--- src/monitor_defines.svh ---
/*
  Named constants for the power monitor readback and status target.
  Assumes it is included by bare name wherever offsets or bit positions are needed.
*/
`ifndef MONITOR_DEFINES_SVH
`define MONITOR_DEFINES_SVH

// Command byte bit positions; bit 7 set marks an extended register pointer.
`define CMD_VOLT_CONT 0
`define CMD_VOLT_ONCE 1
`define CMD_CURR_CONT 2
`define CMD_CURR_ONCE 3
`define CMD_VDIV_SEL 4
`define CMD_STATUS_RD 6
`define CMD_EXT_FLAG 7
`define CMD_RESET 8'h00

// Extended register pointers held in the two low bits of the pointer byte.
`define EXT_ALERT_EN 2'h1
`define EXT_LIMIT 2'h2
`define EXT_CONTROL 2'h3

// Alert enable register fields.
`define AEN_OC_SINGLE 0
`define AEN_OC_FOUR 1
`define AEN_FAULT_NOTIFY 2
`define AEN_OFF_NOTIFY 3
`define AEN_CLEAR 4
`define AEN_RESET 8'h04

`define LIMIT_RESET 8'hff

// Synchroniser reset levels: fault low, power enable, data and clock high.
`define SYNC_IDLE 4'h7
`define CTRL_SHUTDOWN 0

// Status byte fields.
`define ST_CONV_OC_SEEN 0
`define ST_CONV_ALERT 1
`define ST_FAULT_NOW 2
`define ST_FAULT_LATCHED 3
`define ST_OFF_NOW 4
`define ST_OFF_ALERT 5

// Overcurrent run lengths, in conversions.
`define OC_RUN_SEEN 3'h3
`define OC_RUN_TRIP 3'h4

// Scale references, in tens of microvolts, for software use.
`define VOLT_FS_NARROW_10UV 665000
`define VOLT_FS_WIDE_10UV 2635000
`define CURR_FS_10UV 10584
`define CODE_SPAN 4096

`define BITS_PER_BYTE 4'h8
`define TARGET_ADDR_RESET 7'h50

`endif

--- src/monitor_pkg.sv ---
/*
  Types shared by the monitor target modules.
  Assumes nothing of its surroundings.
*/
package monitor_pkg;

  typedef enum logic [6:0] {
    ST_IDLE = 7'h01,
    ST_ADDR = 7'h02,
    ST_ADDR_ACK = 7'h04,
    ST_WRITE = 7'h08,
    ST_WRITE_ACK = 7'h10,
    ST_READ = 7'h20,
    ST_READ_ACK = 7'h40
  } bus_state_t;

  typedef logic [7:0] byte_t;

endpackage

--- src/line_events_if.sv ---
/*
  Synchronised bus line levels and edge events passed from the pin sampler
  to the protocol logic. Assumes both ends run on the system clock.
*/
`timescale 1ns/1ps
interface line_events_if;
  logic sda;
  logic scl_rise;
  logic scl_fall;
  logic start;
  logic stop;
  logic pwr_en;
  logic fault_now;

  modport sampler (output sda, scl_rise, scl_fall, start, stop, pwr_en, fault_now);
  modport consumer (input sda, scl_rise, scl_fall, start, stop, pwr_en, fault_now);
endinterface // line_events_if

--- src/pin_sampler.sv ---
/*
  Two-flop synchronisers for all asynchronous pins and edge detection on the
  bus lines. Assumes the system clock is far faster than the bus clock.
*/
`timescale 1ns/1ps
`include "monitor_defines.svh"
module pin_sampler (
  input wire logic clk_i,
  input wire logic rst_n_i,
  input wire logic scl_i,
  input wire logic sda_i,
  input wire logic pwr_en_i,
  input wire logic fault_i,
  line_events_if.sampler ev
);
  import monitor_pkg::*;

  localparam int N = 4;
  // A fault line reset high would latch a false fault as reset lifts.
  localparam logic [N-1:0] IDLE_LEVELS = `SYNC_IDLE;
  logic [N-1:0] raw;
  logic [N-1:0] meta_reg;
  logic [N-1:0] sync_reg;
  logic [1:0] last_reg;

  assign raw = {fault_i, pwr_en_i, sda_i, scl_i};

  genvar g;
  generate
    for (g = 0; g < N; g++) begin : g_sync
      always_ff @(posedge clk_i or negedge rst_n_i) begin
        if (!rst_n_i) begin
          meta_reg[g] <= IDLE_LEVELS[g];
          sync_reg[g] <= IDLE_LEVELS[g];
        end else begin
          meta_reg[g] <= raw[g];
          sync_reg[g] <= meta_reg[g];
        end
      end
    end
  endgenerate

  // Edges come from the second stage against a third, never the first stage.
  always_ff @(posedge clk_i or negedge rst_n_i) begin
    if (!rst_n_i) begin
      last_reg <= 2'h3;
    end else begin
      last_reg <= sync_reg[1:0];
    end
  end

  assign ev.sda = sync_reg[1];
  assign ev.scl_rise = sync_reg[0] & ~last_reg[0];
  assign ev.scl_fall = ~sync_reg[0] & last_reg[0];
  assign ev.start = sync_reg[0] & last_reg[0] & last_reg[1] & ~sync_reg[1];
  assign ev.stop = sync_reg[0] & last_reg[0] & ~last_reg[1] & sync_reg[1];
  assign ev.pwr_en = sync_reg[2];
  assign ev.fault_now = sync_reg[3];
endmodule // pin_sampler

--- src/oc_tracker.sv ---
/*
  Counts consecutive current conversions whose top eight bits exceed the
  limit. Assumes done_i is a one-cycle pulse on the system clock.
*/
`timescale 1ns/1ps
`include "monitor_defines.svh"
module oc_tracker (
  input wire logic clk_i,
  input wire logic rst_n_i,
  input wire logic done_i,
  input wire logic [7:0] curr_top_i,
  input wire logic [7:0] limit_i,
  input wire logic en_single_i,
  input wire logic en_four_i,
  output logic seen_o,
  output logic trip_o
);
  import monitor_pkg::*;

  logic [2:0] run_reg;
  logic over;

  assign over = curr_top_i > limit_i;

  always_ff @(posedge clk_i or negedge rst_n_i) begin
    if (!rst_n_i) begin
      run_reg <= 3'h0;
    end else if (done_i) begin
      if (!over) begin
        run_reg <= 3'h0;
      end else if (run_reg != `OC_RUN_TRIP) begin
        run_reg <= run_reg + 3'h1;
      end
    end
  end

  assign seen_o = run_reg >= `OC_RUN_SEEN;

  // Trip is a one-cycle pulse on the conversion that meets an enabled condition.
  always_ff @(posedge clk_i or negedge rst_n_i) begin
    if (!rst_n_i) begin
      trip_o <= 1'b0;
    end else begin
      trip_o <= done_i & over & (en_single_i |
                (en_four_i & (run_reg >= `OC_RUN_SEEN)));
    end
  end
endmodule // oc_tracker

--- src/monitor_target.sv ---
/*
  Serial bus target of a power monitor: command and extended register writes,
  measurement readback in three packings, and the fault and shutdown status
  byte. Assumes an ADC outside delivers codes with one-cycle done pulses on
  the system clock, and that the open-drain SDA wire is resolved outside.
*/
`timescale 1ns/1ps
`include "monitor_defines.svh"
// Operation
// - Readback packing follows the configured channel mode.
// - Both channels: three bytes, nibbles shared.
// - Voltage only: two bytes, low nibble zero; single-shot reads follow done, which clears the bit, so they pack as both.
// - Current only: two bytes, low nibble zero; single-shot reads follow done, which clears the bit, so they pack as both.
// - Voltage code scales linearly with divider range.
// - Current code scales linearly with sense voltage.
// - Status byte read after address acknowledge.
// - Bit0 marks three consecutive overcurrent conversions.
// - Bit1 latches conversion overcurrent alert until clear.
// - Bit2 shows analog overcurrent switch-off state.
// - Bit3 latches insertion failure until clear.
// - Bit4 set when pin deasserted or shutdown.
// - Bit5 latches shutdown alert until clear.
// - Clear bit resets bits 1, 3, 5 only; with LATCH_OFF_VARIANT set, bit2 also drops because it follows the bit3 latch.
// - Single-shot nacks reads until conversion done.
// - Status-read bit returns status instead of data.
// - Limit compares top eight current bits, resets full.
module monitor_target #(
  parameter logic [6:0] TARGET_ADDR = `TARGET_ADDR_RESET,
  parameter bit LATCH_OFF_VARIANT = 1'b1
) (
  input wire logic SYS_CLK_I,
  input wire logic ARST_N_I,
  input wire logic SCL_I,
  input wire logic SDA_I,
  input wire logic POWER_ENABLE_PIN_I,
  input wire logic INSERTION_FAULT_NOW_I,
  input wire logic [11:0] VOLT_CODE_I,
  input wire logic VOLT_DONE_I,
  input wire logic [11:0] CURR_CODE_I,
  input wire logic CURR_DONE_I,
  output logic SDA_O,
  output logic SDA_OE_O,
  output logic VOLT_CONV_REQ_O,
  output logic CURR_CONV_REQ_O,
  output logic VOLTAGE_DIVIDER_SELECT_O,
  output logic SOFTWARE_SHUTDOWN_O
);
  import monitor_pkg::*;

  line_events_if ev ();

  bus_state_t state_reg;
  logic [3:0] bit_cnt_reg;
  monitor_pkg::byte_t rx_reg;
  monitor_pkg::byte_t tx_reg;
  logic rw_reg;
  logic [1:0] byte_idx_reg;
  logic [1:0] wr_cnt_reg;
  logic [1:0] ext_ptr_reg;
  logic ext_pending_reg;
  logic sda_oe_reg;
  monitor_pkg::byte_t cmd_reg;
  monitor_pkg::byte_t alert_en_reg;
  monitor_pkg::byte_t limit_reg;
  logic shutdown_reg;
  logic [11:0] volt_reg;
  logic [11:0] curr_reg;
  logic [11:0] volt_snap_reg;
  logic [11:0] curr_snap_reg;
  logic status_snap_reg;
  logic conv_alert_reg;
  logic fault_latched_reg;
  logic off_alert_reg;
  logic off_now_last_reg;
  logic fault_last_reg;
  logic conv_overcurrent_seen;
  logic conv_trip;
  logic clear_pulse;
  logic off_now;
  logic insertion_fault_now;
  logic once_pending;
  logic volt_sel;
  logic curr_sel;
  monitor_pkg::byte_t status_byte;
  monitor_pkg::byte_t wr_byte;
  logic byte_done;
  logic wr_byte_take;
  monitor_pkg::byte_t load_byte;

  pin_sampler u_sampler (
    .clk_i(SYS_CLK_I),
    .rst_n_i(ARST_N_I),
    .scl_i(SCL_I),
    .sda_i(SDA_I),
    .pwr_en_i(POWER_ENABLE_PIN_I),
    .fault_i(INSERTION_FAULT_NOW_I),
    .ev(ev.sampler)
  );

  oc_tracker u_oc (
    .clk_i(SYS_CLK_I),
    .rst_n_i(ARST_N_I),
    .done_i(CURR_DONE_I),
    .curr_top_i(CURR_CODE_I[11:4]),
    .limit_i(limit_reg),
    .en_single_i(alert_en_reg[`AEN_OC_SINGLE]),
    .en_four_i(alert_en_reg[`AEN_OC_FOUR]),
    .seen_o(conv_overcurrent_seen),
    .trip_o(conv_trip)
  );

  // Picks one readback byte; a mode with no channel selected packs as both.
  function automatic monitor_pkg::byte_t pick_byte(input logic stat, input logic vs,
      input logic cs, input logic [1:0] idx, input logic [11:0] v, input logic [11:0] c,
      input monitor_pkg::byte_t st);
    monitor_pkg::byte_t b;
    b = 8'h00;
    if (stat) begin
      b = st;
    end else if (vs == cs) begin
      if (idx == 2'h0) begin
        b = v[11:4];
      end else if (idx == 2'h1) begin
        b = c[11:4];
      end else begin
        b = {v[3:0], c[3:0]};
      end
    end else if (vs) begin
      b = (idx == 2'h0) ? v[11:4] : {v[3:0], 4'h0};
    end else begin
      b = (idx == 2'h0) ? c[11:4] : {c[3:0], 4'h0};
    end
    return b;
  endfunction

  assign volt_sel = cmd_reg[`CMD_VOLT_CONT] | cmd_reg[`CMD_VOLT_ONCE];
  assign curr_sel = cmd_reg[`CMD_CURR_CONT] | cmd_reg[`CMD_CURR_ONCE];
  assign once_pending = cmd_reg[`CMD_VOLT_ONCE] | cmd_reg[`CMD_CURR_ONCE];
  assign insertion_fault_now = ev.fault_now;
  assign off_now = ~ev.pwr_en | shutdown_reg;

  always_comb begin
    status_byte = 8'h00;
    status_byte[`ST_CONV_OC_SEEN] = conv_overcurrent_seen;
    status_byte[`ST_CONV_ALERT] = conv_alert_reg;
    status_byte[`ST_FAULT_NOW] = LATCH_OFF_VARIANT ?
        (fault_latched_reg & alert_en_reg[`AEN_FAULT_NOTIFY]) : insertion_fault_now;
    status_byte[`ST_FAULT_LATCHED] = fault_latched_reg;
    status_byte[`ST_OFF_NOW] = off_now;
    status_byte[`ST_OFF_ALERT] = off_alert_reg;
  end

  assign byte_done = ev.scl_fall & (bit_cnt_reg == `BITS_PER_BYTE);
  assign wr_byte = rx_reg;
  assign wr_byte_take = (state_reg == ST_WRITE) & byte_done;
  // The next read byte; the index is zero while the address is acknowledged.
  assign load_byte = pick_byte(status_snap_reg, volt_sel, curr_sel, byte_idx_reg,
      volt_snap_reg, curr_snap_reg, status_byte);

  // Bus protocol sequencing; a start or stop anywhere overrides the state.
  always_ff @(posedge SYS_CLK_I or negedge ARST_N_I) begin
    if (!ARST_N_I) begin
      state_reg <= ST_IDLE;
      bit_cnt_reg <= 4'h0;
      rx_reg <= 8'h00;
      tx_reg <= 8'h00;
      rw_reg <= 1'b0;
      byte_idx_reg <= 2'h0;
      sda_oe_reg <= 1'b0;
    end else if (ev.start) begin
      state_reg <= ST_ADDR;
      bit_cnt_reg <= 4'h0;
      sda_oe_reg <= 1'b0;
    end else if (ev.stop) begin
      state_reg <= ST_IDLE;
      sda_oe_reg <= 1'b0;
    end else begin
      case (state_reg)
        ST_ADDR, ST_WRITE: begin
          if (ev.scl_rise) begin
            rx_reg <= {rx_reg[6:0], ev.sda};
            bit_cnt_reg <= bit_cnt_reg + 4'h1;
          end else if (byte_done && state_reg == ST_WRITE) begin
            sda_oe_reg <= 1'b1;
            state_reg <= ST_WRITE_ACK;
          end else if (byte_done) begin
            // Single-shot readback is refused until its conversion lands.
            if (rx_reg[7:1] == TARGET_ADDR &&
                !(rx_reg[0] && once_pending && !cmd_reg[`CMD_STATUS_RD])) begin
              sda_oe_reg <= 1'b1;
              rw_reg <= rx_reg[0];
              byte_idx_reg <= 2'h0;
              state_reg <= ST_ADDR_ACK;
            end else begin
              state_reg <= ST_IDLE;
            end
          end
        end
        ST_ADDR_ACK, ST_WRITE_ACK: begin
          if (ev.scl_fall) begin
            bit_cnt_reg <= 4'h0;
            if (rw_reg && state_reg == ST_ADDR_ACK) begin
              tx_reg <= load_byte << 1;
              sda_oe_reg <= ~load_byte[7];
              bit_cnt_reg <= 4'h1;
              state_reg <= ST_READ;
            end else begin
              sda_oe_reg <= 1'b0;
              state_reg <= ST_WRITE;
            end
          end
        end
        ST_READ: begin
          if (byte_done) begin
            sda_oe_reg <= 1'b0;
            state_reg <= ST_READ_ACK;
          end else if (ev.scl_fall) begin
            sda_oe_reg <= ~tx_reg[7];
            tx_reg <= {tx_reg[6:0], 1'b0};
            bit_cnt_reg <= bit_cnt_reg + 4'h1;
          end
        end
        ST_READ_ACK: begin
          if (ev.scl_rise) begin
            // A not-acknowledge ends the read; the master then stops.
            if (ev.sda) begin
              state_reg <= ST_IDLE;
            end else if (byte_idx_reg != 2'h2) begin
              byte_idx_reg <= byte_idx_reg + 2'h1;
            end
          end else if (ev.scl_fall) begin
            tx_reg <= load_byte << 1;
            sda_oe_reg <= ~load_byte[7];
            bit_cnt_reg <= 4'h1;
            state_reg <= ST_READ;
          end
        end
        default: begin
          state_reg <= ST_IDLE;
          sda_oe_reg <= 1'b0;
        end
      endcase
    end
  end

  // Results are frozen at the read address so one transfer stays coherent.
  always_ff @(posedge SYS_CLK_I or negedge ARST_N_I) begin
    if (!ARST_N_I) begin
      volt_snap_reg <= 12'h000;
      curr_snap_reg <= 12'h000;
      status_snap_reg <= 1'b0;
    end else if (state_reg == ST_ADDR && byte_done) begin
      volt_snap_reg <= volt_reg;
      curr_snap_reg <= curr_reg;
      status_snap_reg <= cmd_reg[`CMD_STATUS_RD];
    end
  end

  // Codes are held raw; software applies the full-scale over code-span factor.
  always_ff @(posedge SYS_CLK_I or negedge ARST_N_I) begin
    if (!ARST_N_I) begin
      volt_reg <= 12'h000;
      curr_reg <= 12'h000;
    end else begin
      if (VOLT_DONE_I) begin
        volt_reg <= VOLT_CODE_I;
      end
      if (CURR_DONE_I) begin
        curr_reg <= CURR_CODE_I;
      end
    end
  end

  // Write byte counting: first byte is a command or an extended pointer.
  always_ff @(posedge SYS_CLK_I or negedge ARST_N_I) begin
    if (!ARST_N_I) begin
      wr_cnt_reg <= 2'h0;
      ext_pending_reg <= 1'b0;
      ext_ptr_reg <= 2'h0;
    end else if (ev.start) begin
      wr_cnt_reg <= 2'h0;
      ext_pending_reg <= 1'b0;
    end else if (wr_byte_take) begin
      if (wr_cnt_reg != 2'h3) begin
        wr_cnt_reg <= wr_cnt_reg + 2'h1;
      end
      if (wr_cnt_reg == 2'h0 && wr_byte[`CMD_EXT_FLAG]) begin
        ext_pending_reg <= 1'b1;
        ext_ptr_reg <= wr_byte[1:0];
      end else begin
        ext_pending_reg <= 1'b0;
      end
    end
  end

  // Command register; a conversion done beats a rewrite of its once bit.
  always_ff @(posedge SYS_CLK_I or negedge ARST_N_I) begin
    if (!ARST_N_I) begin
      cmd_reg <= `CMD_RESET;
    end else begin
      if (wr_byte_take && wr_cnt_reg == 2'h0 && !wr_byte[`CMD_EXT_FLAG]) begin
        cmd_reg <= wr_byte;
      end
      if (VOLT_DONE_I) begin
        cmd_reg[`CMD_VOLT_ONCE] <= 1'b0;
      end
      if (CURR_DONE_I) begin
        cmd_reg[`CMD_CURR_ONCE] <= 1'b0;
      end
    end
  end

  // Extended registers; the clear bit self-clears and is never stored.
  always_ff @(posedge SYS_CLK_I or negedge ARST_N_I) begin
    if (!ARST_N_I) begin
      alert_en_reg <= `AEN_RESET;
      limit_reg <= `LIMIT_RESET;
      shutdown_reg <= 1'b0;
      clear_pulse <= 1'b0;
    end else begin
      clear_pulse <= 1'b0;
      if (wr_byte_take && ext_pending_reg) begin
        if (ext_ptr_reg == `EXT_ALERT_EN) begin
          alert_en_reg <= wr_byte & ~(8'h01 << `AEN_CLEAR);
          clear_pulse <= wr_byte[`AEN_CLEAR];
        end else if (ext_ptr_reg == `EXT_LIMIT) begin
          limit_reg <= wr_byte;
        end else if (ext_ptr_reg == `EXT_CONTROL) begin
          shutdown_reg <= wr_byte[`CTRL_SHUTDOWN];
        end
      end
    end
  end

  // Sticky alerts: a new event in the clear cycle keeps its flag set.
  always_ff @(posedge SYS_CLK_I or negedge ARST_N_I) begin
    if (!ARST_N_I) begin
      conv_alert_reg <= 1'b0;
      fault_latched_reg <= 1'b0;
      off_alert_reg <= 1'b0;
      off_now_last_reg <= 1'b0;
      fault_last_reg <= 1'b0;
    end else begin
      off_now_last_reg <= off_now;
      fault_last_reg <= insertion_fault_now;
      if (conv_trip) begin
        conv_alert_reg <= 1'b1;
      end else if (clear_pulse) begin
        conv_alert_reg <= 1'b0;
      end
      if (insertion_fault_now && alert_en_reg[`AEN_FAULT_NOTIFY]) begin
        fault_latched_reg <= 1'b1;
      end else if (clear_pulse) begin
        fault_latched_reg <= 1'b0;
      end
      if (off_now && !off_now_last_reg && alert_en_reg[`AEN_OFF_NOTIFY]) begin
        off_alert_reg <= 1'b1;
      end else if (clear_pulse) begin
        off_alert_reg <= 1'b0;
      end
    end
  end

  // Registered copies so every top output leaves a flip-flop.
  always_ff @(posedge SYS_CLK_I or negedge ARST_N_I) begin
    if (!ARST_N_I) begin
      SDA_O <= 1'b0;
      SDA_OE_O <= 1'b0;
      VOLT_CONV_REQ_O <= 1'b0;
      CURR_CONV_REQ_O <= 1'b0;
      VOLTAGE_DIVIDER_SELECT_O <= 1'b0;
      SOFTWARE_SHUTDOWN_O <= 1'b0;
    end else begin
      SDA_O <= 1'b0;
      SDA_OE_O <= sda_oe_reg;
      VOLT_CONV_REQ_O <= volt_sel;
      CURR_CONV_REQ_O <= curr_sel;
      VOLTAGE_DIVIDER_SELECT_O <= cmd_reg[`CMD_VDIV_SEL];
      SOFTWARE_SHUTDOWN_O <= shutdown_reg;
    end
  end
endmodule // monitor_target

--- config.mk ---
export PLATFORM = sky130hd
export DESIGN_NAME = monitor_target
export DESIGN_NICKNAME = d
export VERILOG_FILES = /design/src/monitor_pkg.sv /design/src/line_events_if.sv /design/src/pin_sampler.sv /design/src/oc_tracker.sv /design/src/monitor_target.sv
export VERILOG_INCLUDE_DIRS = /design/src
export SDC_FILE = /design/constraint.sdc
export NUM_CORES = 1
export LEC_CHECK = 0
export ABC_AREA = 1
export BUFFER_PORTS_ARGS = -buffer_cell sky130_fd_sc_hd__buf_2
export CAP_MARGIN = 20
export CORE_MARGIN = 3
export CORE_UTILIZATION = 30
export DETAILED_ROUTE_END_ITERATION = 7
export SYNTH_ARGS = -nofsm -noshare
export SYNTH_HDL_FRONTEND = slang
export SYNTH_HIERARCHICAL = 1
export SYNTH_SLANG_ARGS = --single-unit
--- constraint.sdc ---
create_clock -name SYS_CLK_I -period 2.6 [get_ports SYS_CLK_I]
set_input_delay 0.52 -clock SYS_CLK_I [delete_from_list [all_inputs] [get_ports SYS_CLK_I]]
set_output_delay 0.52 -clock SYS_CLK_I [all_outputs]
set_load 0.02 [all_outputs]
* Word level (Yosys, flattened, before mapping) *
Cells that the tools add are included.

cells by class
  add/subtract/negate cells = 4
  order comparisons = 2
  equality and inequality tests = 47
  mux-type cells = 75
  bitwise logic cells = 31
  reduce and logical (&&, ||, !) cells = 44

operators by type and width
  cell                  count
  $mux W8               13
  $mux W7               10
  $mux W4               9
  $ne A2 B2 Y1 const B  17
  $pmux W7 S4           1
  $mux W1               24
  $pmux W8 S3           1
  $ne A3 B3 Y1 const B  7
  $mux W2               10
  $ne A4 B4 Y1 const B  5
  $ne A5 B5 Y1 const B  4
  $pmux W4 S4           1
  $reduce_bool A2 Y1    8
  $eq A7 B7 Y1 const B  2
  $reduce_and A7 Y1     2
  $and A1 B1 Y1         13
  $logic_and A1 B1 Y1   13
  $not A1 Y1            13
  $reduce_and A10 Y1    1
  $mux W3               3
  $reduce_and A9 Y1     1
  $gt A8 B8 Y1          1
  $reduce_and A4 Y1     2
  $reduce_and A8 Y1     1
  26 further kinds      41

storage, ports and cells
  register bits after elaboration = 129
  logic and storage cells = 245

* Logic depth before layout (Yosys ltp) *
Gate-level depths: netlist of the first run.

  word-level depth = 12
  mapped depth = 14

* Cells and area by module *
The synthesis of the first run kept the hierarchy.

by module, submodules not included
  module          times used  cells an instance  area an instance (µm²)
  monitor_target  1           703                5743.0
  oc_tracker      1           67                 491.7
  pin_sampler     1           21                 301.5

* Least setup slack after synthesis of the first run *
OpenSTA, ideal clock, no wires.

  kind = reg2reg
  start point = register u_sampler.sync_reg[0]
  end point = register state_reg[3]
  setup time = 121 ps
  data arrival time = 1581 ps
  data required time = 2479 ps
  slack = 898 ps
  stages on the path, launching flop included = 11
  path buffers = 1
  period minus slack after synthesis = 1702 ps
  cells stage by stage = dfstp_2 > nand2_1 > nor2_1 > nor2_1 > buf_2 > nand3_1 > nand2_1 > nor2_2 > nand2_4 > nand2_1 > o21ai_1

on the way
  elaborated cells between the ends (all ways) = 23
  classes of those cells = 6 x eq/ne; 6 x mux; 9 x bitwise; 2 x reduce/logical

RTL lines
  element                                                      line                   source
  start: declaration                                           pin_sampler.sv:23      logic [N-1:0] sync_reg;
  start signal: indexed assignment                             pin_sampler.sv:34      sync_reg[g] <= IDLE_LEVELS[g];
  start signal: indexed assignment                             pin_sampler.sv:37      sync_reg[g] <= meta_reg[g];
  $and A1 B1 Y1 * (3 in a row)                                 pin_sampler.sv:55      assign ev.start = sync_reg[0] & last_reg[0] & last_reg[1] & ~sync_reg[1];
  via ev.start                                                 line_events_if.sv:10   logic start;
  $ne A5 B5 Y1 (no source line), or another cell as far along  -
  $reduce_and A6 Y1 (no source line)                           -
  end signal: assignment                                       monitor_target.sv:163  state_reg <= ST_IDLE;
  end signal: assignment                                       monitor_target.sv:171  state_reg <= ST_ADDR;
  end signal: assignment                                       monitor_target.sv:175  state_reg <= ST_IDLE;
  end: declaration                                             monitor_target.sv:52   bus_state_t state_reg;

Mark *: on every way through the listed nets, which the timed path passes. The rest lies on a longest branch. The select of a mux whose other input is x is not followed.
A chain may end at the register's enable or synchronous reset.

* Final worst setup path of the first run *
  start point = register u_sampler.sync_reg[1], in the netlist u_sampler/ev.sda
  end point = register tx_reg[3]

on the way
  word-level cells in the longest chain between the ends = 4
  elaborated cells between the ends (all ways) = 6
  classes of those cells = 5 x bitwise; 1 x reduce/logical

RTL lines
  element                             line                   source
  $not A1 Y1                          pin_sampler.sv:55
  $and A1 B1 Y1                       pin_sampler.sv:55
  via ev.start                        line_events_if.sv:10
  $not A1 Y1 (no source line)         -
  $reduce_and A9 Y1 (no source line)  -
  end signal: assignment              monitor_target.sv:203  tx_reg <= load_byte << 1;
  end signal: assignment              monitor_target.sv:219  tx_reg <= {tx_reg[6:0], 1'b0};
  end signal: assignment              monitor_target.sv:232  tx_reg <= load_byte << 1;
  end: declaration                    monitor_target.sv:55   monitor_pkg::byte_t tx_reg;

The timed path passes the listed nets, and every way through them passes these cells.

==> results of run 1 <==
-- power groups by stage --
stage	logic, mW	clock network [mW]	registers, mW
finish	0.390	2.49	2.10
detailed placement	0.394	0	2.14
floorplan	0.247	0	2.12
CTS	0.398	2.54	2.10
global placement	0.389	0	2.13
global route	0.459	2.64	2.11
-- layer usage --
metal  global-route usage, %  vias to the layer above
li1                        -                     2597
met1                    18.4                     2398
met2                    19.1                       88
met3                    3.04                       24
met4                    4.29                        0
met5                       0                        -
-- kinds of logic after synthesis --
| group | count (synthesis) |
|---|---|
| buffers and inverters | 138 |
| muxes | 10 |
| xor gates and xnor gates | 2 |
| adders and majority gates | 22 |
| other | 1 |
| DFF | 127 |
| AOI/OAI and AO/OA | 127 |
| and+or+nand+nor | 364 |
-- worst reg2reg max path: stages, from the launching register on --
cell,delay (ns)
dfstp_2,0.56
inv_1,0.05
nand2_1,0.05
nor2_1,0.08
nor2_1,0.61
inv_1,0.24
nor2_1,0.23
nand4_4,0.17
inv_2,0.11
nor2_1,0.04
nor2_1,0.09
-- cell usage after synthesis, types with 13 or more instances --
cell type	instances	area share [%]
nand2_1	210	12
nand3_1	37	2.8
inv_1	108	6.2
dfstp_2	18	7.2
o21ai_0	81	6.2
nor2_1	65	3.7
nand2_2	13	1.2
dfrtp_1	109	42
ha_1	22	4.2
a21oi_1	13	1.0
-- cell type report --
type	count	share of cell area, %
Sequential cell	127	41.8
Multi-Input combinational cell	526	36.5
Clock buffer	22	5.93
Inverter	118	5.79
Tap cell	275	4.49
Timing Repair Buffer	44	3.38
Clock inverter	10	2.12
-- stage by stage --
step                      power, mW  hold WS, ns  instances  utilization, %
after floorplan                2.37        0.224        791               -
after CTS                      5.04       0.0310       1122            36.1
after global routing           5.20       0.0499       1122            36.1
after global placement         2.52        0.335       1090            33.2
final                          4.98       0.0324       1122            36.1
after detailed placement       2.53        0.342       1090            33.2
-- worst min-delay path by stage --
stage / endpoint / slack (ns) / cells after the start
floorplan: CURR_CONV_REQ_O / 0.22 / 0
global placement: u_sampler/ev.fault_now / 0.34 / 0
detailed placement: u_sampler/ev.fault_now / 0.34 / 0
CTS: state_reg[3] / 0.03 / 1
global route: volt_reg[8] / 0.05 / 1
finish: state_reg[5] / 0.03 / 1
-- cells in the final DEF (no fill, tap or decap), types with 2 or more instances in the layout --
cell          n
inv_1       108
clkinv_4      2
dfrtp_1     109
dfstp_2      18
inv_2         9
nand2_1     210
clkinvlp_4    2
a211oi_2      2
clkinv_2      2
nand3_2       4
a21oi_1      13
nor2_1       65
nand3_4       2
clkbuf_16    17
nor2_2        9
clkbuf_1      4
nand2_4       4
o21ai_0      81
o21ai_1       7
mux2_2        9
o211ai_1      5
nand3_1      37
nor2_4        5
nor3_1        2
bufinv_16     4
nand4_1       9
buf_2        35
ha_1         22
a21o_1        2
o22ai_1       2
buf_4         7
nand2_2      13
o21ai_2       8
==> metrics.txt, run 1 <==
# TYPE chip_impl_metric gauge
chip_impl_metric{name="detailroute.wirelength.met3",unit="µm"} 533
chip_impl_metric{name="maxCapViolations",unit=""} 0
chip_impl_info{name="path_common_cell",value="nor2_1"} 1
chip_impl_metric{name="core_area",unit="mm²"} 0.0212
chip_impl_metric{name="post-route-worst-setup-slack",unit="ns"} 0.307
chip_impl_metric{name="wl_met1",unit="µm"} 7330
chip_impl_metric{name="critical_path.n_buffers_inverters",unit=""} 3
chip_impl_metric{name="reg2reg_setup_slack",unit="ns"} 0.31
chip_impl_metric{name="synth_simple_gate_area_share",unit="%"} 25.3
chip_impl_metric{name="tns",unit="ns"} 0
chip_impl_metric{name="layout_worst_path_cycle_share",unit="%"} 88.2
chip_impl_info{name="holdCritPathClass",value="input port to asynchronous set/reset pin"} 1
chip_impl_metric{name="max-slew-margin-rel",unit="%"} 48.5
chip_impl_metric{name="timing.final.crit_period",unit="ns"} 2.29
chip_impl_info{name="crit-reg2reg-capture",value="tx_reg[3]"} 1
chip_impl_metric{name="floorplan.io_pins",unit=""} 38
chip_impl_metric{name="final.fill_count",unit=""} 2190
chip_impl_metric{name="drive_gt1_share",unit="%"} 18.9
chip_impl_metric{name="drtIter0Drc",unit=""} 366
chip_impl_metric{name="numCtsBuffers",unit=""} 17
chip_impl_metric{name="synth_adder_area_share",unit="%"} 4.21
chip_impl_info{name="cpLargestDelayFamily",value="simple AND/OR/NAND/NOR gates"} 1
chip_impl_metric{name="grt_util_all_layers",unit="%"} 12.8
chip_impl_metric{name="arrival",unit="ns"} 2.64
chip_impl_metric{name="cts.reportedPaths.clkPinSlew",unit="ns"} 0.06
chip_impl_info{name="run_status",value="completed"} 1
chip_impl_info{name="cp-end-kind",value="flip-flop"} 1
chip_impl_metric{name="count_of_antenna_diodes_in_the_layout",unit=""} 0
chip_impl_metric{name="route.detailed.drc",unit=""} 0
chip_impl_metric{name="met2_wirelength",unit="µm"} 6530
chip_impl_info{name="timing.critical_path.to",value="tx_reg[3]"} 1
chip_impl_metric{name="internal_power",unit="mW"} 3.83
chip_impl_metric{name="floorplan.initialDensity",unit="%"} 30.8
chip_impl_metric{name="synth_seq_area_share",unit="%"} 49.0
chip_impl_metric{name="post-place-ws",unit="ns"} 0.357
chip_impl_info{name="clock_tree_from_tritoncts",value="yes"} 1
chip_impl_metric{name="drt-pass1-iter-count",unit=""} 4
chip_impl_metric{name="die-height",unit="µm"} 154
chip_impl_metric{name="clockPowerShare",unit="%"} 50.0
chip_impl_metric{name="worst_ir_drop_vdd",unit="mV"} 0.442
chip_impl_metric{name="synth_edf_count",unit=""} 0
chip_impl_metric{name="static_leakage",unit="nW"} 3.77
chip_impl_metric{name="switching_power",unit="mW"} 1.16
chip_impl_metric{name="vias",unit=""} 5107
chip_impl_metric{name="synth.area.mux_share",unit="%"} 1.70
chip_impl_metric{name="drt-vias-per-instance",unit=""} 4.55
chip_impl_metric{name="worst_path_largest_cell_delay",unit="ns"} 0.61
chip_impl_metric{name="first_global_vias",unit=""} 4909
chip_impl_metric{name="tightest_slew",unit="ns"} 0.769
chip_impl_metric{name="synth_cells",unit=""} 791
chip_impl_metric{name="routed_wl",unit="µm"} 14600
chip_impl_metric{name="place.gp.congestion",unit=""} 0.903
chip_impl_metric{name="cp.depth",unit=""} 10
chip_impl_metric{name="critical_path_required",unit="ns"} 2.95
chip_impl_metric{name="synthesis.yosys.warnings",unit=""} 6
chip_impl_metric{name="power_per_cell_area",unit="mW/mm²"} 651
chip_impl_metric{name="synth-xor-area-share",unit="%"} 0.268
chip_impl_metric{name="place.port_buffers",unit=""} 36
chip_impl_metric{name="number_of_synthesized_register_bits",unit=""} 127
chip_impl_metric{name="cts.repair_timing.setup_buffer_count",unit=""} 0
chip_impl_metric{name="die-width",unit="µm"} 154
chip_impl_metric{name="area.growth.synth_to_final",unit="%"} 17.1
chip_impl_metric{name="critical_path_peak_fanout",unit=""} 11
chip_impl_metric{name="hold_fails_final_rpt",unit=""} 0
chip_impl_metric{name="grt.overflow.total",unit=""} 0
chip_impl_info{name="slowest_library_cell_on_the_worst_path",value="nor2_1"} 1
chip_impl_info{name="cts.root.buffer_cell",value="clkbuf_16"} 1
chip_impl_metric{name="timing.clock.skew",unit="ns"} 0.00958
chip_impl_metric{name="share_seq_of_total_power",unit="%"} 42.2
chip_impl_metric{name="fin_nets",unit=""} 888
chip_impl_metric{name="postSynthNetCount",unit=""} 845
chip_impl_metric{name="placement_rows",unit=""} 53
chip_impl_info{name="worst_setup_path_startpoint",value="u_sampler/ev.sda"} 1
chip_impl_info{name="synth_top_family_by_area",value="simple AND/OR/NAND/NOR gates"} 1
chip_impl_metric{name="maxClockFrequency",unit="MHz"} 436
chip_impl_metric{name="global_route_wire_length_before_repair",unit="µm"} 24600
chip_impl_metric{name="cts_repair_resized_insts",unit=""} 0
chip_impl_metric{name="clock-sinks",unit=""} 127
chip_impl_metric{name="ys_types",unit=""} 45
chip_impl_metric{name="multiInputGateArea",unit="mm²"} 0.00279
chip_impl_metric{name="postSynth.asyncResetShare",unit="%"} 100
chip_impl_metric{name="compound_gate_portion_of_the_synthesized_area",unit="%"} 11.1
chip_impl_metric{name="htreeDepth",unit=""} 4
chip_impl_metric{name="slew_viol_final",unit=""} 0
chip_impl_metric{name="netSwitchingFraction",unit="%"} 23.2
chip_impl_info{name="cp-start-kind",value="flip-flop"} 1
chip_impl_metric{name="drtAntennaViolNets",unit=""} 0
chip_impl_metric{name="grt_antenna_before_repair",unit=""} 0
chip_impl_info{name="timing_worst_setup_path_type",value="flip-flop to flip-flop"} 1
chip_impl_info{name="yosys_most_used_dff",value="dfrtp_1"} 1
chip_impl_metric{name="place_hpwl",unit="µm"} 10800
chip_impl_metric{name="reg2reg_depth",unit=""} 10
chip_impl_info{name="crit-reg2reg-launch",value="u_sampler/ev.sda"} 1
chip_impl_metric{name="holdBufCountCts",unit=""} 0
chip_impl_metric{name="source_to_sink_clock_delay_at_the_later_pin_of_the_worst_skew_pair",unit="ns"} 0.42
chip_impl_metric{name="netlist_area",unit="mm²"} 0.00654
chip_impl_metric{name="power_frac_comb",unit="%"} 7.8
chip_impl_metric{name="avgRoutedWirePerCell",unit="µm"} 13.0
chip_impl_metric{name="post_route_cell_area",unit="mm²"} 0.00765
chip_impl_info{name="crit_path_cell_trace",value="inv_1 -> nand2_1 -> nor2_1 -> nor2_1 -> inv_1 -> nor2_1 -> nand4_4 -> inv_2 -> nor2_1 -> nor2_1"} 1
chip_impl_metric{name="place_area",unit="mm²"} 0.00704
chip_impl_metric{name="die_area",unit="mm²"} 0.0236
chip_impl_metric{name="combined_flip_flop_and_latch_cell_area",unit="mm²"} 0.00320
chip_impl_metric{name="postSynthAreaPerCell",unit="µm²"} 8.26
chip_impl_metric{name="setup_viol_count_final",unit=""} 0
chip_impl_metric{name="grt_start_max_net_pins",unit=""} 47
chip_impl_info{name="route.top_layer_used",value="met4"} 1
chip_impl_metric{name="clock_tree.buffer_depth",unit=""} 2
chip_impl_info{name="grt_setup_unrepaired",value="false"} 1
Note: power is estimated with default switching activity, not from simulation.
==> run 2: changes to the inputs <==
==> constraint.sdc (replaced) <==
create_clock -name SYS_CLK_I -period 2.5 [get_ports SYS_CLK_I]
set_input_delay 0.5 -clock SYS_CLK_I [delete_from_list [all_inputs] [get_ports SYS_CLK_I]]
set_output_delay 0.5 -clock SYS_CLK_I [all_outputs]
set_load 0.02 [all_outputs]
==> metrics.txt, run 2 (synthesis gave the netlist of run 1 again) <==
# TYPE chip_impl_metric gauge
chip_impl_info{name="run_status",value="completed"} 1
chip_impl_info{name="crit-reg2reg-launch",value="u_sampler/last_reg[0]"} 1
chip_impl_info{name="top_library_cells_by_usage_in_the_layout_fill_and_taps_aside",value="210 x nand2_1, 109 x dfrtp_1, 108 x inv_1"} 1
chip_impl_metric{name="place_area",unit="mm²"} 0.00704
chip_impl_metric{name="worst_ir_drop_vdd",unit="mV"} 0.473
chip_impl_metric{name="internal_power",unit="mW"} 4.08
chip_impl_metric{name="grt_start_max_net_pins",unit=""} 61
chip_impl_metric{name="tns",unit="ns"} 0
chip_impl_metric{name="route.detailed.drc",unit=""} 0
chip_impl_metric{name="grt.overflow.total",unit=""} 0
chip_impl_metric{name="placedCellCount",unit=""} 1090
chip_impl_metric{name="timing.clock.skew",unit="ns"} 0.0113
chip_impl_info{name="cp-start-kind",value="flip-flop"} 1
chip_impl_metric{name="critical_path_peak_fanout",unit=""} 30
chip_impl_metric{name="setup_viol_count_final",unit=""} 0
chip_impl_metric{name="maxCapViolations",unit=""} 0
chip_impl_metric{name="tightest_slew",unit="ns"} 0.750
chip_impl_metric{name="vias",unit=""} 5111
chip_impl_metric{name="place_hpwl",unit="µm"} 10800
chip_impl_info{name="crit-reg2reg-capture",value="curr_snap_reg[7]"} 1
chip_impl_metric{name="share_seq_of_total_power",unit="%"} 41.0
chip_impl_info{name="timing_worst_setup_path_type",value="flip-flop to flip-flop"} 1
chip_impl_metric{name="reg2reg_setup_slack",unit="ns"} 0.41
chip_impl_metric{name="slew_viol_final",unit=""} 0
chip_impl_metric{name="htreeDepth",unit=""} 4
chip_impl_metric{name="drtIter0Drc",unit=""} 358
chip_impl_info{name="layout.cells.most_common",value="nand2_1"} 1
chip_impl_metric{name="first_global_vias",unit=""} 4951
chip_impl_metric{name="holdBufCountCts",unit=""} 0
chip_impl_metric{name="clockPowerShare",unit="%"} 51.5
chip_impl_metric{name="maxClockFrequency",unit="MHz"} 477
chip_impl_metric{name="die_area",unit="mm²"} 0.0236
chip_impl_metric{name="clock-sinks",unit=""} 127
chip_impl_metric{name="power_per_cell_area",unit="mW/mm²"} 694
chip_impl_metric{name="routed_wl",unit="µm"} 14700
chip_impl_metric{name="place.gp.congestion",unit=""} 0.853
chip_impl_metric{name="switching_power",unit="mW"} 1.26
chip_impl_metric{name="layoutNonFillerInstCount",unit=""} 1122
chip_impl_metric{name="reg2reg_depth",unit=""} 9
chip_impl_info{name="grt_setup_unrepaired",value="false"} 1
chip_impl_metric{name="static_leakage",unit="nW"} 3.79
chip_impl_info{name="cts.root.buffer_cell",value="clkbuf_16"} 1
chip_impl_metric{name="post_route_cell_area",unit="mm²"} 0.00769
chip_impl_metric{name="grt_util_all_layers",unit="%"} 13.1
chip_impl_metric{name="placement_rows",unit=""} 53
chip_impl_metric{name="count_of_antenna_diodes_in_the_layout",unit=""} 0
chip_impl_metric{name="core_area",unit="mm²"} 0.0212
chip_impl_metric{name="floorplan.io_pins",unit=""} 38
chip_impl_metric{name="max-slew-margin-rel",unit="%"} 49.9
chip_impl_metric{name="drt-pass1-iter-count",unit=""} 5
chip_impl_metric{name="die-width",unit="µm"} 154
chip_impl_metric{name="final.fill_count",unit=""} 2198
chip_impl_metric{name="cts.reportedPaths.clkPinSlew",unit="ns"} 0.06
chip_impl_metric{name="hold_fails_final_rpt",unit=""} 0
chip_impl_metric{name="hold-worst-slack",unit="ns"} 0.0526
chip_impl_metric{name="timing.final.crit_period",unit="ns"} 2.09
chip_impl_metric{name="power_frac_comb",unit="%"} 7.6
chip_impl_metric{name="place.port_buffers",unit=""} 36
chip_impl_metric{name="post-route-worst-setup-slack",unit="ns"} 0.405
chip_impl_metric{name="post-place-ws",unit="ns"} 0.400
chip_impl_metric{name="area.growth.synth_to_final",unit="%"} 17.7
chip_impl_metric{name="cts_repair_resized_insts",unit=""} 0
chip_impl_info{name="holdCritPathClass",value="input port to asynchronous set/reset pin"} 1
chip_impl_metric{name="critical_path_required",unit="ns"} 2.78
chip_impl_metric{name="source_to_sink_clock_delay_at_the_later_pin_of_the_worst_skew_pair",unit="ns"} 0.42
chip_impl_metric{name="floorplan.initialDensity",unit="%"} 30.8
chip_impl_metric{name="arrival",unit="ns"} 2.37
chip_impl_metric{name="drive_gt1_share",unit="%"} 19.2
chip_impl_metric{name="netSwitchingFraction",unit="%"} 23.5
chip_impl_metric{name="fin_nets",unit=""} 888
chip_impl_metric{name="drtAntennaViolNets",unit=""} 0
chip_impl_metric{name="clock_tree.buffer_depth",unit=""} 2
chip_impl_metric{name="avgRoutedWirePerCell",unit="µm"} 13.1
chip_impl_metric{name="numCtsBuffers",unit=""} 17
chip_impl_metric{name="grt_antenna_before_repair",unit=""} 0
chip_impl_metric{name="die-height",unit="µm"} 154
chip_impl_metric{name="global_route_wire_length_before_repair",unit="µm"} 25000
chip_impl_metric{name="layout_worst_path_cycle_share",unit="%"} 83.8
chip_impl_info{name="cp-end-kind",value="flip-flop"} 1
chip_impl_metric{name="drt-vias-per-instance",unit=""} 4.56
chip_impl_metric{name="cts.repair_timing.setup_buffer_count",unit=""} 0
chip_impl_info{name="clock_tree_from_tritoncts",value="yes"} 1
==> run 2: worst max-delay path, stage by stage (launching register included) <==
cell and delay, ns:
dfstp_2 0.54, inv_1 0.04, nor2_1 0.15, nand2_1 0.12, nor2_4 0.21, inv_1 0.10, nor2_2 0.18, inv_1 0.36
nand2_1 0.17, o21ai_1 0.08
==> run 2: power by group through the flow <==
stage	sequential [mW]	clock, mW	combinational, mW
4_1_cts	2.19	2.80	0.414
3_3_place_gp	2.22	0	0.404
2_1_floorplan	2.21	0	0.257
6_report	2.19	2.75	0.403
5_1_grt	2.20	2.90	0.469
3_5_place_dp	2.22	0	0.411
==> run 2: area by class of cell <==
class,count,area [µm²],share of cell area [%]
Sequential cell,127,3200,41.6
Clock buffer,19,443,5.76
Tap cell,275,344,4.47
Inverter,118,443,5.76
Timing Repair Buffer,44,259,3.37
Clock inverter,13,210,2.73
Multi-Input combinational cell,526,2790,36.3
==> run 2: worst max path at each step <==
stage,from,to,slack [ns],depth (start not counted)
global route,u_sampler/last_reg[0],curr_snap_reg[4],0.16,9
floorplan,u_sampler/sync_reg[0],state_reg[3],0.80,10
detailed placement,u_sampler/last_reg[0],curr_snap_reg[0],0.40,9
finish,u_sampler/last_reg[0],curr_snap_reg[7],0.41,9
CTS,u_sampler/last_reg[0],curr_snap_reg[0],0.35,8
global placement,u_sampler/last_reg[0],volt_snap_reg[2],0.48,9
==> run 2: per-stage QoR <==
step                      power [mW]  utilization, %
final                           5.34            36.2
after global placement          2.62            33.2
after floorplan                 2.47               -
after CTS                       5.40            36.2
after detailed placement        2.63            33.2
after global routing            5.57            36.2
==> run 2: layer usage <==
layer / GRT usage, % / wire, µm
met5: 0 / 0
met4: 4.21 / 254
met3: 3.12 / 454
met2: 20.0 / 6560
met1: 18.5 / 7480
==> run 3: changes to the inputs <==
==> constraint.sdc (replaced) <==
create_clock -name SYS_CLK_I -period 2.1 [get_ports SYS_CLK_I]
set_input_delay 0.42 -clock SYS_CLK_I [delete_from_list [all_inputs] [get_ports SYS_CLK_I]]
set_output_delay 0.42 -clock SYS_CLK_I [all_outputs]
set_load 0.02 [all_outputs]
==> metrics.txt, run 3 (synthesis gave the netlist of run 1 again) <==
# TYPE chip_impl_metric gauge
chip_impl_info{name="layout.cells.most_common",value="nand2_1"} 1
chip_impl_info{name="grt_setup_unrepaired",value="true"} 1
chip_impl_metric{name="cts.reportedPaths.clkPinSlew",unit="ns"} 0.06
chip_impl_metric{name="die-width",unit="µm"} 154
chip_impl_metric{name="place_hpwl",unit="µm"} 11000
chip_impl_metric{name="place.gp.congestion",unit=""} 0.880
chip_impl_info{name="cts.root.buffer_cell",value="clkbuf_16"} 1
chip_impl_metric{name="die_area",unit="mm²"} 0.0236
chip_impl_metric{name="avgRoutedWirePerCell",unit="µm"} 13.2
chip_impl_info{name="hold_start",value="SDA_I"} 1
chip_impl_metric{name="tns",unit="ns"} 0
chip_impl_metric{name="drtAntennaViolNets",unit=""} 0
chip_impl_metric{name="global_route_wire_length_before_repair",unit="µm"} 25700
chip_impl_metric{name="drt-vias-per-instance",unit=""} 4.50
chip_impl_metric{name="grt_antenna_before_repair",unit=""} 0
chip_impl_info{name="run_status",value="completed"} 1
chip_impl_metric{name="drtIter0Drc",unit=""} 418
chip_impl_metric{name="floorplan.initialDensity",unit="%"} 30.8
chip_impl_metric{name="tightest_slew",unit="ns"} 0.549
chip_impl_metric{name="first_global_vias",unit=""} 4999
chip_impl_metric{name="area.growth.synth_to_final",unit="%"} 18.8
chip_impl_metric{name="floorplan.io_pins",unit=""} 38
chip_impl_metric{name="utilization",unit="%"} 36.6
chip_impl_info{name="worst_setup_path_startpoint",value="u_sampler/last_reg[0]"} 1
chip_impl_metric{name="grt_util_all_layers",unit="%"} 13.5
chip_impl_metric{name="static_leakage",unit="nW"} 3.84
chip_impl_metric{name="timing.clock.skew",unit="ns"} 0.0104
chip_impl_metric{name="post-place-ws",unit="ns"} 0.166
chip_impl_metric{name="core_area",unit="mm²"} 0.0212
chip_impl_info{name="timing_worst_setup_path_type",value="flip-flop to flip-flop"} 1
chip_impl_metric{name="clock_tree.buffer_depth",unit=""} 2
chip_impl_metric{name="maxCapViolations",unit=""} 0
chip_impl_info{name="crit-reg2reg-capture",value="ext_ptr_reg[0]"} 1
chip_impl_metric{name="critical_path_required",unit="ns"} 2.42
chip_impl_info{name="cp-end-kind",value="flip-flop"} 1
chip_impl_metric{name="count_of_antenna_diodes_in_the_layout",unit=""} 0
chip_impl_metric{name="reg2reg_depth",unit=""} 9
chip_impl_info{name="timing.critical_path.to",value="ext_ptr_reg[0]"} 1
chip_impl_metric{name="fin_nets",unit=""} 898
chip_impl_metric{name="hold-worst-slack",unit="ns"} 0.0964
chip_impl_metric{name="placement_rows",unit=""} 53
chip_impl_metric{name="maxClockFrequency",unit="MHz"} 525
chip_impl_info{name="top_library_cells_by_usage_in_the_layout_fill_and_taps_aside",value="210 x nand2_1, 109 x dfrtp_1, 108 x inv_1"} 1
chip_impl_metric{name="place.port_buffers",unit=""} 36
chip_impl_metric{name="arrival",unit="ns"} 2.22
chip_impl_metric{name="die-height",unit="µm"} 154
chip_impl_metric{name="reg2reg_setup_slack",unit="ns"} 0.19
chip_impl_metric{name="drt-pass1-iter-count",unit=""} 5
chip_impl_metric{name="htreeDepth",unit=""} 4
chip_impl_info{name="holdCritPathClass",value="input port to flip-flop"} 1
chip_impl_metric{name="post-route-worst-setup-slack",unit="ns"} 0.194
chip_impl_metric{name="vias",unit=""} 5094
chip_impl_metric{name="setup_viol_count_final",unit=""} 0
chip_impl_metric{name="slew_viol_final",unit=""} 0
chip_impl_metric{name="layout_worst_path_cycle_share",unit="%"} 90.7
chip_impl_info{name="cp-start-kind",value="flip-flop"} 1
chip_impl_metric{name="hold_fails_final_rpt",unit=""} 0
chip_impl_info{name="clock_tree_from_tritoncts",value="yes"} 1
chip_impl_info{name="crit-reg2reg-launch",value="u_sampler/last_reg[0]"} 1
chip_impl_metric{name="source_to_sink_clock_delay_at_the_later_pin_of_the_worst_skew_pair",unit="ns"} 0.42
chip_impl_metric{name="power_per_cell_area",unit="mW/mm²"} 797
chip_impl_metric{name="grt_start_max_net_pins",unit=""} 36
chip_impl_metric{name="clock-sinks",unit=""} 127
chip_impl_metric{name="numCtsBuffers",unit=""} 17
chip_impl_metric{name="grt.overflow.total",unit=""} 0
chip_impl_metric{name="route.detailed.drc",unit=""} 0
chip_impl_metric{name="critical_path_peak_fanout",unit=""} 6
chip_impl_metric{name="drive_gt1_share",unit="%"} 20.0
chip_impl_metric{name="worst_ir_drop_vdd",unit="mV"} 0.500
chip_impl_metric{name="routed_wl",unit="µm"} 15000
chip_impl_metric{name="max-slew-margin-rel",unit="%"} 63.0
chip_impl_metric{name="timing.final.crit_period",unit="ns"} 1.91
-- run 3: changes by cell type in the layout (fill, tap and decap cells not counted), moves of 2 or more --
cell | before | now
o21ai_1 | 7 | 9
bufinv_16 | 5 | 3
buf_12 | 1 | 3
buf_4 | 7 | 14
o21ai_0 | 81 | 79
clkbuf_8 | 1 | 4
-- run 3: routing by layer --
metal  global-route usage (%)  vias up  wire, µm
met1                     19.1     2360      7390
met4                     5.34        0       315
li1                         -     2607         -
met5                        0        -         0
met3                     3.15       21       609
met2                     20.0      106      6660
-- run 3: repair_timing --
action | 4_1_cts | 5_1_grt
setup endpoints to repair | 0 | 6
setup buffers | 0 | 1
gates resized for setup | 0 | 3
hold endpoints to repair | 31 | 0
hold buffers | 1 | 0
-- run 3: worst min path at each step --
stage | end | depth (start not counted) | slack, ns
2_1_floorplan | CURR_CONV_REQ_O | 0 | 0.12
3_3_place_gp | u_sampler/ev.fault_now | 0 | 0.34
3_5_place_dp | u_sampler/ev.fault_now | 0 | 0.34
4_1_cts | u_sampler/meta_reg[1] | 1 | 0.08
5_1_grt | u_sampler/meta_reg[1] | 1 | 0.08
6_report | u_sampler/meta_reg[1] | 1 | 0.1
-- run 3: per-stage QoR --
step	instance area (µm²)	power (mW)	cells
after global placement	7120	3.14	1098
after global routing	7770	6.49	1132
after CTS	7750	6.29	1131
after detailed placement	7120	3.16	1098
after floorplan	6540	2.94	791
final	7770	6.19	1132
-- run 3: layout make-up --
type	instances	area, µm²
Sequential cell	127	3200
Multi-Input combinational cell	526	2800
Clock buffer	23	488
Timing Repair Buffer	54	362
Inverter	118	443
Tap cell	275	344
Clock inverter	9	130
Fill cell	2211	13500
-- run 3: where the power goes --
group / internal [mW] / switching, mW / leakage (nW)
Combinational: 0.183 / 0.324 / 1.89
Clock: 1.99 / 1.08 / 0.304
Sequential: 2.55 / 0.0535 / 1.65
-- run 3: critical path, stage by stage (launching register included) --
cell and delay, ns:
dfstp_2 0.53, inv_1 0.04, nor2_1 0.15, nand2_1 0.12
nor2_4 0.21, nand3_4 0.15, inv_2 0.14, nand4_1 0.20
o21ai_0 0.21, inv_1 0.05
